<file path="src/dbac_pkg.sv">
// Constants and types for the debug bus attribute control word
package dbac_pkg;

  // Bus variant served by one build of the block
  typedef enum logic [1:0] {
    DBAC_AXI5,
    DBAC_AHB3,
    DBAC_AHB5
  } dbac_variant_t;

  // Register map
  localparam int ADDR_W = 8;
  localparam logic [ADDR_W-1:0] WORD_ADDR = 8'h00;

  // Field positions in the control word
  localparam int PROT_HI = 30;
  localparam int PROT_LO = 24;
  localparam int SPD_BIT = 23;
  localparam int TAG_BIT = 15;
  localparam int DOM_HI = 14;
  localparam int DOM_LO = 13;
  localparam int PEND_BIT = 7;
  localparam int DEN_BIT = 6;
  localparam int INC_HI = 5;
  localparam int INC_LO = 4;
  localparam int SIZE_HI = 2;
  localparam int SIZE_LO = 0;

  // Positions inside the seven-bit protection field
  localparam int P_TOP = 6;
  localparam int P_MID = 5;
  localparam int P_ALLOC = 4;
  localparam int P_CACHE = 3;
  localparam int P_BUF = 2;

  // Reset values
  localparam logic [6:0] PROT_RST_AXI = 7'h30;
  localparam logic [6:0] PROT_RST_AHB = 7'h43;
  localparam logic [3:0] HPROT_LOW_FIXED = 4'h3;
  localparam logic [1:0] DOMAIN_RST = 2'h3;
  localparam logic [2:0] SIZE_WORD = 3'h2;
  localparam logic [1:0] INC_OFF = 2'h0;
  localparam logic [1:0] INC_PACKED = 2'h2;
  localparam logic [1:0] INC_RSVD = 2'h3;

  // Requester identities (values are arbitrary)
  localparam logic [3:0] OWN_ID_DEF = 4'h1;
  localparam logic [3:0] ALT_ID_DEF = 4'h2;

  // Attributes driven toward the system bus
  typedef struct packed {
    logic [2:0] axi_prot;
    logic [3:0] axi_cache;
    logic [1:0] axi_domain;
    logic [6:0] hprot;
    logic hnonsec;
    logic [3:0] hmaster;
    logic tag_access_enable;
    logic [2:0] size;
    logic [1:0] address_step_mode;
  } dbac_attr_t;

endpackage : dbac_pkg

</file>
<file path="src/dbac_ctrl.sv">
// Control/status word and bus attribute logic of a memory access port
// Summary of operation
// - AXI5: word bits 30,29,28 drive protection bits 2,1,0.
// - Non-secure bit set drives protection bit 1 high on the channel.
// - AXI5: secure request needs permit; without it no transfer, error returned.
// - AXI5: word bits 27:24 drive cache attribute bits 3:0 in order.
// - AXI5: protection and cache field resets to 0110000.
// - AXI5: bit 23 reads the synchronised secure-debug permit level.
// - Bit 15 enables tag transfers; reads zero when tagging is absent.
// - Bits 14:13 drive domain; reset to system (11).
// - Size field supports byte, half-word, word; larger sizes optional.
// - AHB3: bit 30 drives non-secure, resets 1; absent reads one.
// - Bit 29 selects own or second requester identity on the master id.
// - AHB3: bit 28 drives allocate; absent reads zero, ignores writes.
// - AHB3: bits 27:24 drive protection 3:0; absent reads 0011 fixed.
// - AHB3: protection field resets to 1000011.
// - AHB3: bit 23 read-only, mirrors permit optionally, else zero.
// - AHB5: bit 27 drives prot 6,4,3; 26:24 drive 2:0; 5 low.
// - AHB5: secure-debug bit read-only, zero when unsupported.
// - Pending bit reads one while a transfer is outstanding.
// - Enable bit mirrors the enable input; zero blocks transfers.
// - AHB5: bit 30 optionally drives non-secure, resets to one.
// - Packed increment required for AXI5, optional for AHB.
//
// Added by the designer: the address map and the address-and-strobe port.
`timescale 1ns/1ps
`default_nettype none

module dbac_ctrl #(
  parameter dbac_pkg::dbac_variant_t VARIANT = dbac_pkg::DBAC_AXI5,
  parameter bit HAS_TAG = 1'b0,
  parameter bit HAS_HNONSEC = 1'b1,
  parameter bit HAS_REQ_SEL = 1'b1,
  parameter bit HAS_ALLOC = 1'b1,
  parameter bit HAS_HPROT_LOW = 1'b1,
  parameter bit MIRROR_SPD = 1'b1,
  parameter bit HAS_DEV_EN = 1'b1,
  parameter bit HAS_PACKED = 1'b1,
  parameter logic [2:0] MAX_SIZE = dbac_pkg::SIZE_WORD,
  parameter logic [3:0] OWN_ID = dbac_pkg::OWN_ID_DEF,
  parameter logic [3:0] ALT_ID = dbac_pkg::ALT_ID_DEF
) (
  // Clock and reset
  input wire logic clock,
  input wire logic rst_n,
  // Register port
  input wire logic [dbac_pkg::ADDR_W-1:0] reg_addr,
  input wire logic [31:0] reg_wdata,
  input wire logic reg_wr,
  input wire logic reg_rd,
  output logic [31:0] reg_rdata,
  // Authentication and enable pins
  input wire logic secure_debug_permit,
  input wire logic target_enable_input,
  // Transfer requests from the data register logic
  input wire logic xfer_req,
  input wire logic xfer_done,
  output logic xfer_go,
  output logic xfer_err,
  // Attributes toward the system bus
  output dbac_pkg::dbac_attr_t bus_attr
);

  localparam bit IS_AXI = (VARIANT == dbac_pkg::DBAC_AXI5);
  localparam bit IS_AHB3 = (VARIANT == dbac_pkg::DBAC_AHB3);
  localparam bit IS_AHB5 = (VARIANT == dbac_pkg::DBAC_AHB5);

  typedef struct packed {
    logic [6:0] prot;
    logic tag_en;
    logic [1:0] domain;
    logic [1:0] addr_inc;
    logic [2:0] size;
    logic pending;
    logic go;
    logic err;
    logic [2:0] spd_sync;
    logic [2:0] den_sync;
    logic spd;
    logic den;
    logic [31:0] rdata;
  } dbac_state_t;

  // Forces unsupported protection bits to their fixed read values
  function automatic logic [6:0] fix_prot(input logic [6:0] w);
    logic [6:0] p;
    p = w;
    if (IS_AHB3)
    begin
      if (!HAS_HNONSEC)
      begin
        p[dbac_pkg::P_TOP] = 1'b1;
      end
      if (!HAS_REQ_SEL)
      begin
        p[dbac_pkg::P_MID] = 1'b0;
      end
      if (!HAS_ALLOC)
      begin
        p[dbac_pkg::P_ALLOC] = 1'b0;
      end
      if (!HAS_HPROT_LOW)
      begin
        p[dbac_pkg::P_CACHE:0] = dbac_pkg::HPROT_LOW_FIXED;
      end
    end
    else if (IS_AHB5)
    begin
      if (!HAS_HNONSEC)
      begin
        p[dbac_pkg::P_TOP] = 1'b0;
      end
      if (!HAS_REQ_SEL)
      begin
        p[dbac_pkg::P_MID] = 1'b0;
      end
      p[dbac_pkg::P_ALLOC] = 1'b0;
    end
    return p;
  endfunction : fix_prot

  // AXI5 and AHB reset patterns differ; AHB5 takes the AHB pattern
  localparam logic [6:0] PROT_RST = IS_AXI ? dbac_pkg::PROT_RST_AXI
                                           : fix_prot(dbac_pkg::PROT_RST_AHB);

  localparam dbac_state_t RST_STATE = '{
    prot: PROT_RST,
    tag_en: 1'b0,
    domain: dbac_pkg::DOMAIN_RST,
    addr_inc: dbac_pkg::INC_OFF,
    size: dbac_pkg::SIZE_WORD,
    pending: 1'b0,
    go: 1'b0,
    err: 1'b0,
    spd_sync: 3'h0,
    den_sync: 3'h0,
    spd: 1'b0,
    den: 1'b0,
    rdata: 32'h0
  };

  dbac_state_t state_r;
  dbac_state_t state_nxt;

  logic den_eff;
  logic spd_read;
  logic permit;
  logic hit;
  logic size_ok;
  logic inc_ok;
  logic [2:0] w_size;
  logic [1:0] w_inc;
  logic [31:0] word;

  always_comb
  begin
    state_nxt = state_r;
    w_size = reg_wdata[dbac_pkg::SIZE_HI:dbac_pkg::SIZE_LO];
    w_inc = reg_wdata[dbac_pkg::INC_HI:dbac_pkg::INC_LO];
    hit = (reg_addr == dbac_pkg::WORD_ADDR);

    // Pins pass three flops; a level is taken once stages two and three agree
    state_nxt.spd_sync = {state_r.spd_sync[1:0], secure_debug_permit};
    state_nxt.den_sync = {state_r.den_sync[1:0], target_enable_input};
    if (state_r.spd_sync[2] == state_r.spd_sync[1])
    begin
      state_nxt.spd = state_r.spd_sync[2];
    end
    if (state_r.den_sync[2] == state_r.den_sync[1])
    begin
      state_nxt.den = state_r.den_sync[2];
    end

    den_eff = HAS_DEV_EN ? state_r.den : 1'b1;
    if (IS_AXI)
    begin
      spd_read = state_r.spd;
    end
    else
    begin
      spd_read = MIRROR_SPD & state_r.spd;
    end

    // Only AXI5 refuses on the security attribute; on AHB, hnonsec never blocks a transfer
    permit = den_eff & (~IS_AXI | state_r.prot[dbac_pkg::P_MID] | state_r.spd);
    state_nxt.go = xfer_req & permit;
    state_nxt.err = xfer_req & ~permit;
    // A completion in the issue cycle must not hide the new transfer
    state_nxt.pending = state_nxt.go | (state_r.pending & ~xfer_done);

    // Unsupported size or step codes are ignored so the field stays legal
    size_ok = (w_size <= dbac_pkg::SIZE_WORD) | (IS_AXI & (w_size <= MAX_SIZE));
    inc_ok = (w_inc != dbac_pkg::INC_RSVD) &
             ((w_inc != dbac_pkg::INC_PACKED) | IS_AXI | HAS_PACKED);

    if (reg_wr && hit)
    begin
      state_nxt.prot = fix_prot(reg_wdata[dbac_pkg::PROT_HI:dbac_pkg::PROT_LO]);
      if (IS_AXI)
      begin
        state_nxt.tag_en = HAS_TAG & reg_wdata[dbac_pkg::TAG_BIT];
        state_nxt.domain = reg_wdata[dbac_pkg::DOM_HI:dbac_pkg::DOM_LO];
      end
      if (size_ok)
      begin
        state_nxt.size = w_size;
      end
      if (inc_ok)
      begin
        state_nxt.addr_inc = w_inc;
      end
    end

    // Read value; every bit not set below is reserved and reads zero
    word = 32'h0;
    word[dbac_pkg::PROT_HI:dbac_pkg::PROT_LO] = state_r.prot;
    word[dbac_pkg::SPD_BIT] = spd_read;
    if (IS_AXI)
    begin
      word[dbac_pkg::TAG_BIT] = state_r.tag_en;
      word[dbac_pkg::DOM_HI:dbac_pkg::DOM_LO] = state_r.domain;
    end
    word[dbac_pkg::PEND_BIT] = state_r.pending;
    word[dbac_pkg::DEN_BIT] = den_eff;
    word[dbac_pkg::INC_HI:dbac_pkg::INC_LO] = state_r.addr_inc;
    word[dbac_pkg::SIZE_HI:dbac_pkg::SIZE_LO] = state_r.size;
    // Read data stands for exactly one cycle and is zero otherwise
    state_nxt.rdata = (reg_rd && hit) ? word : 32'h0;
  end

  always_ff @(posedge clock or negedge rst_n)
  begin
    if (!rst_n)
    begin
      state_r <= RST_STATE;
    end
    else
    begin
      state_r <= state_nxt;
    end
  end

  // Attribute mapping toward the bus
  always_comb
  begin
    bus_attr = '0;
    bus_attr.axi_prot = state_r.prot[dbac_pkg::P_TOP:dbac_pkg::P_ALLOC];
    bus_attr.axi_cache = state_r.prot[dbac_pkg::P_CACHE:0];
    bus_attr.axi_domain = state_r.domain;
    bus_attr.tag_access_enable = state_r.tag_en;
    bus_attr.size = state_r.size;
    bus_attr.address_step_mode = state_r.addr_inc;
    bus_attr.hnonsec = state_r.prot[dbac_pkg::P_TOP];
    if (IS_AHB5 && !HAS_HNONSEC)
    begin
      // No control bit: keep the bus on the harmless non-secure side
      bus_attr.hnonsec = 1'b1;
    end
    if (HAS_REQ_SEL && !state_r.prot[dbac_pkg::P_MID])
    begin
      bus_attr.hmaster = ALT_ID;
    end
    else
    begin
      bus_attr.hmaster = OWN_ID;
    end
    if (IS_AHB3)
    begin
      bus_attr.hprot = {2'h0, state_r.prot[dbac_pkg::P_ALLOC:0]};
    end
    else if (IS_AHB5)
    begin
      bus_attr.hprot = {state_r.prot[dbac_pkg::P_CACHE], 1'b0,
                        state_r.prot[dbac_pkg::P_CACHE], state_r.prot[dbac_pkg::P_CACHE],
                        state_r.prot[dbac_pkg::P_BUF:0]};
    end
  end

  assign reg_rdata = state_r.rdata;
  assign xfer_go = state_r.go;
  assign xfer_err = state_r.err;

endmodule : dbac_ctrl

`default_nettype wire

</file>
<file path="config.mk">
export PLATFORM = sky130hd
export DESIGN_NAME = dbac_ctrl
export DESIGN_NICKNAME = d
export VERILOG_FILES = /design/src/dbac_pkg.sv /design/src/dbac_ctrl.sv
export SDC_FILE = /design/constraint.sdc
export NUM_CORES = 1
export LEC_CHECK = 0
export BUFFER_PORTS_ARGS = -buffer_cell sky130_fd_sc_hd__buf_4
export CAP_MARGIN = 20
export CORE_ASPECT_RATIO = 0.5
export CORE_UTILIZATION = 30
export CTS_BUF_LIST = sky130_fd_sc_hd__clkbuf_8 sky130_fd_sc_hd__clkbuf_16
export DETAILED_ROUTE_END_ITERATION = 10
export GPL_ROUTABILITY_DRIVEN = 0
export PLACE_DENSITY_LB_ADDON = 0.15
export REMOVE_ABC_BUFFERS = 1
export SLEW_MARGIN = 10
export SYNTH_ARGS = -nofsm -noshare
export SYNTH_HDL_FRONTEND = slang
export SYNTH_SLANG_ARGS = --single-unit
</file>
<file path="constraint.sdc">
create_clock -name clock -period 1.2 [get_ports clock]
set_input_delay 0.12 -clock clock [delete_from_list [all_inputs] [get_ports clock]]
set_output_delay 0.12 -clock clock [all_outputs]
set_load 0.005 [all_outputs]
</file>
---- Word-level counts from Yosys, hierarchy flattened ----
Index checks and enable logic that the tools add are counted.
storage, ports and cells
  output and inout bits ................... 61
  bits in read-only memories .............. 0
  bits in writable memories ............... 0
  register bits ........................... 56
  memories ................................ 0
  bits in latches ......................... 0
cells by class
  bitwise operators ....................... 8
  eq/ne operators ......................... 3
  reductions and logical operators ........ 5
  multiply operators ...................... 0
  $add $sub $neg .......................... 0
  magnitude comparators ................... 1
  muxes and demuxes ....................... 2
  shift operators ......................... 0
  divide/modulo/power cells ............... 0
operators by type and width
  operator              number
  $mux W31              1
  $logic_not A8 Y1      1
  $and A1 B1 Y1         4
  $reduce_and A2 Y1     2
  $le A3 B2 Y1 const B  1
  $eq A1 B1 Y1          2
  $logic_and A1 B1 Y1   2
  $mux W2               1
  $ne A2 B2 Y1 const B  1
  $not A1 Y1            2
  $or A1 B1 Y1          2

---- Logic depth before layout (Yosys ltp) ----
  depth after elaboration ................. 4
  depth in mapped cells ................... 5

---- Worst setup path before layout ----
No wires, ideal clock.
  path type ............................... input to register
  from .................................... input reg_addr[1] (netlist name)
  to ...................................... register state_r, in the netlist bus_attr[10]
  setup time .............................. 125 ps
  stages .................................. 3
  path buffers ............................ 0
  arrival time ............................ 1099 ps
  setup slack ............................. -24 ps
  cells stage by stage .................... nor4_2 -> nand3_2 -> mux2_2
on the way
  word-level cells in the longest chain between the ends .. 2
RTL lines
  what                    line              RTL
  start: declaration      dbac_ctrl.sv:47   input wire logic [dbac_pkg::ADDR_W-1:0] reg_addr,
  $logic_not A8 Y1        dbac_ctrl.sv:160  hit = (reg_addr == dbac_pkg::WORD_ADDR);
  $logic_and A1 B1 Y1     dbac_ctrl.sv:196  if (reg_wr && hit)
  end signal: assignment  dbac_ctrl.sv:239  state_r <= state_nxt;
  end: declaration        dbac_ctrl.sv:142  dbac_state_t state_r;
Every way passes these cells.
A chain may end at the register's enable or synchronous reset.

==> flow_summary.json <==
{
  "clockBufferDepth": 2,
  "core_mm2": 0.00611,
  "synthMuxAreaShare": 0.0650,
  "syn_area_per_cell_um2": 12.5,
  "drv_slew": 0,
  "die_h_um": 58.3,
  "period_share": 0.951,
  "nets": 245,
  "cellLeakagePower_nw": 1.27,
  "maxCapViolations": 0,
  "synth-simple-area-share": 0.108,
  "vias": 1033,
  "overflow": 0,
  "diodes": 0,
  "synth_area_mm2": 0.00190,
  "drc": 0,
  "final_hold_viol_count": 0,
  "cts_inserted_buffers": 5,
  "rr_endpoint": "xfer_err$_DFF_PN0_",
  "synthDistinctLibCells": 22,
  "finalClockSkew_ns": 0.00315,
  "outcome": "completed",
  "relSlewSlack": 0.652,
  "drt_iter0_drc": 20,
  "tightest_slew_ns": 0.523,
  "wl_per_cell_um": 9.84,
  "yosys_warnings": 0,
  "grtUsageTotal": 0.0919,
  "critical_path.max_fanout": 6,
  "area_delta_synth_final_pct": 26.7,
  "hold_depth": 2,
  "cpPeakStageDelay_ns": 0.57,
  "start_util": 0.312,
  "synth-seq-cells": 42,
  "r2r_slack_ns": 0.18,
  "synth_compound_area_frac": 0.0177,
  "fmaxAchievable_ghz": 0.877,
  "critical_path.endpoint_type": "output pin",
  "fin_cells": 286,
  "post-cts-setup-buffers": 0,
  "synth_top_family_by_area": "buffers and inverters",
  "die-area_mm2": 0.00669,
  "clock_latency_ns": 0.27,
  "worstSetupStartpoint": "bus_attr[25]$_DFFE_PN1P_",
  "cts_hold_buffers": 3,
  "start_kind": "register",
  "worstPathRequired_ns": 1.08,
  "critPathArrivalTime_ns": 1.02,
  "grt_pass1_vias": 975,
  "ant_nets": 0,
  "rsz0062_at_grt": "false",
  "path_depth": 2,
  "setup_viol_count_final": 0,
  "path_class": "reg2out",
  "synthAdderAreaFrac": 0.0105,
  "dp.cells": 275,
  "hold_path.class": "in2reg",
  "ir_worst_vdd_v": 0.000556,
  "cts_resized": 0,
  "crit_path_end": "bus_attr[7]",
  "crit_buf_inv": 2,
  "via_per_inst": 3.61,
  "crit_slowest_cell": "dfstp_2",
  "io_pins": 109,
  "ys_seq_area_frac": 0.555,
  "cts_sinks": 42,
  "finalWirelength_mm": 2.81,
  "dieWidth_um": 115,
  "synth_cells": 152,
  "ctsRootBufferMaster": "clkbuf_16",
  "rows": 20,
  "cts_tree": "built",
  "p_per_area_mw_per_mm2": 1300,
  "crit_family": "flip-flops",
  "io_buffers": 65,
  "layout_common_cells": "buf_4, dfrtp_1, conb_1, and2_2, mux2_2",
  "hold_ws_ns": 0.0249,
  "synth-xor-area-share": 0,
  "path_clk_slew_ns": 0.06,
  "grt_antenna_before_repair": 0,
  "drtPass1Iterations": 3,
  "period_needed_ns": 1.14,
  "path_cells": "inv_1 -> buf_4",
  "grt_max_degree": 43,
  "htree_levels": 2,
  "grt_pass1_wl_mm": 4.60,
  "layout_commonest_cell": "buf_4",
  "r2r_cells": 2,
  "final_layout_size_suffix_gt1_frac": 0.581,
  "hpwl_mm": 2.04,
  "r2r-start": "bus_attr[25]$_DFFE_PN1P_"
}
-- state kept, by name, indices dropped and copies added (netlist names) --
signal and cells:
bus_attr 14, den_eff 1, reg_rdata 17, spd_read 1
state_nxt 4, state_r 3, xfer_err 1, xfer_go 1
-- layout make-up --
class	instances	area (um^2)
fill	618	3690
sequential	42	1060
timing repair buffer	74	588
multi-input combinational	70	477
clock buffer	8	166
tap	88	110
inverter	4	15.0
-- metal layers --
| metal | vias to the layer above | part of all wire | wire length, um | global-route usage |
|---|---|---|---|---|
| met1 | 483 | 0.43 | 1200 | 0.108 |
| met5 | - | 0 | 0 | 0 |
| met2 | 54 | 0.48 | 1360 | 0.157 |
| li1 | 492 | - | - | - |
| met4 | 0 | 0.014 | 40 | 0.0334 |
| met3 | 4 | 0.078 | 219 | 0.0340 |
-- logic make-up (layout without fill, tap and decap cells) --
| family | after synthesis | count (layout) |
|---|---|---|
| buffers and inverters | 64 | 86 |
| flip-flops | 42 | 42 |
| AND/OR/NAND/NOR | 27 | 27 |
| multiplexers | 11 | 11 |
| AO/OA/AOI/OAI | 5 | 5 |
| adder cells (fa/ha/maj) | 2 | 2 |
| other | 1 | 25 |
-- cells in the mapped netlist --
cell / count / area share
buf_4: 58 / 0.23
inv_1: 4 / 0.0079
buf_2: 1 / 0.0026
mux2_2: 11 / 0.065
o21ai_0: 1 / 0.0026
and4b_2: 1 / 0.0059
a41oi_1: 1 / 0.0046
nor2_1: 2 / 0.0039
and2_1: 3 / 0.0099
nand3_2: 1 / 0.0053
dfstp_2: 5 / 0.069
nand4_1: 1 / 0.0033
and3_1: 1 / 0.0033
dfrtp_1: 37 / 0.49
clkbuf_2: 1 / 0.0026
and2_2: 16 / 0.063
maj3_1: 2 / 0.011
o22a_1: 1 / 0.0046
conb_1: 1 / 0.0020
o22ai_1: 1 / 0.0033
a21oi_1: 1 / 0.0026
nor4_2: 2 / 0.013
-- stage by stage --
| step | setup slack [ns] | TNS (ns) | power [mW] | area [um^2] | utilization |
|---|---|---|---|---|---|
| CTS | 0.0444 | 0 | 3.21 | 2410 | 0.395 |
| detailed placement | -0.0940 | -0.865 | 1.74 | 2220 | 0.363 |
| global route | 0.0187 | 0 | 3.32 | 2410 | 0.395 |
| finish | 0.0594 | 0 | 3.14 | 2410 | 0.395 |
| global placement | -0.0904 | -0.996 | 1.74 | 2220 | 0.363 |
| floorplan | -0.0238 | -0.119 | 1.57 | 1550 | - |
-- where the power goes --
| part | internal [mW] | switching, mW |
|---|---|---|
| sequential | 1.47 | 0.0255 |
| combinational | 0.131 | 0.0942 |
| clock | 0.940 | 0.480 |
-- how the worst min path moves through the flow --
stage | from | end | slack, ns
final | xfer_done | state_r[42]$_DFF_PN0_ | 0.02
after global routing | xfer_done | state_r[42]$_DFF_PN0_ | 0.02
after CTS | xfer_done | state_r[42]$_DFF_PN0_ | 0.02
after detailed placement | rst_n | bus_attr[4]$_DFFE_PN0P_ | 0.14
after global placement | rst_n | bus_attr[2]$_DFFE_PN0P_ | 0.14
after floorplan | rst_n | bus_attr[0]$_DFFE_PN0P_ | -0.18
(Power assumes the default switching activity.)
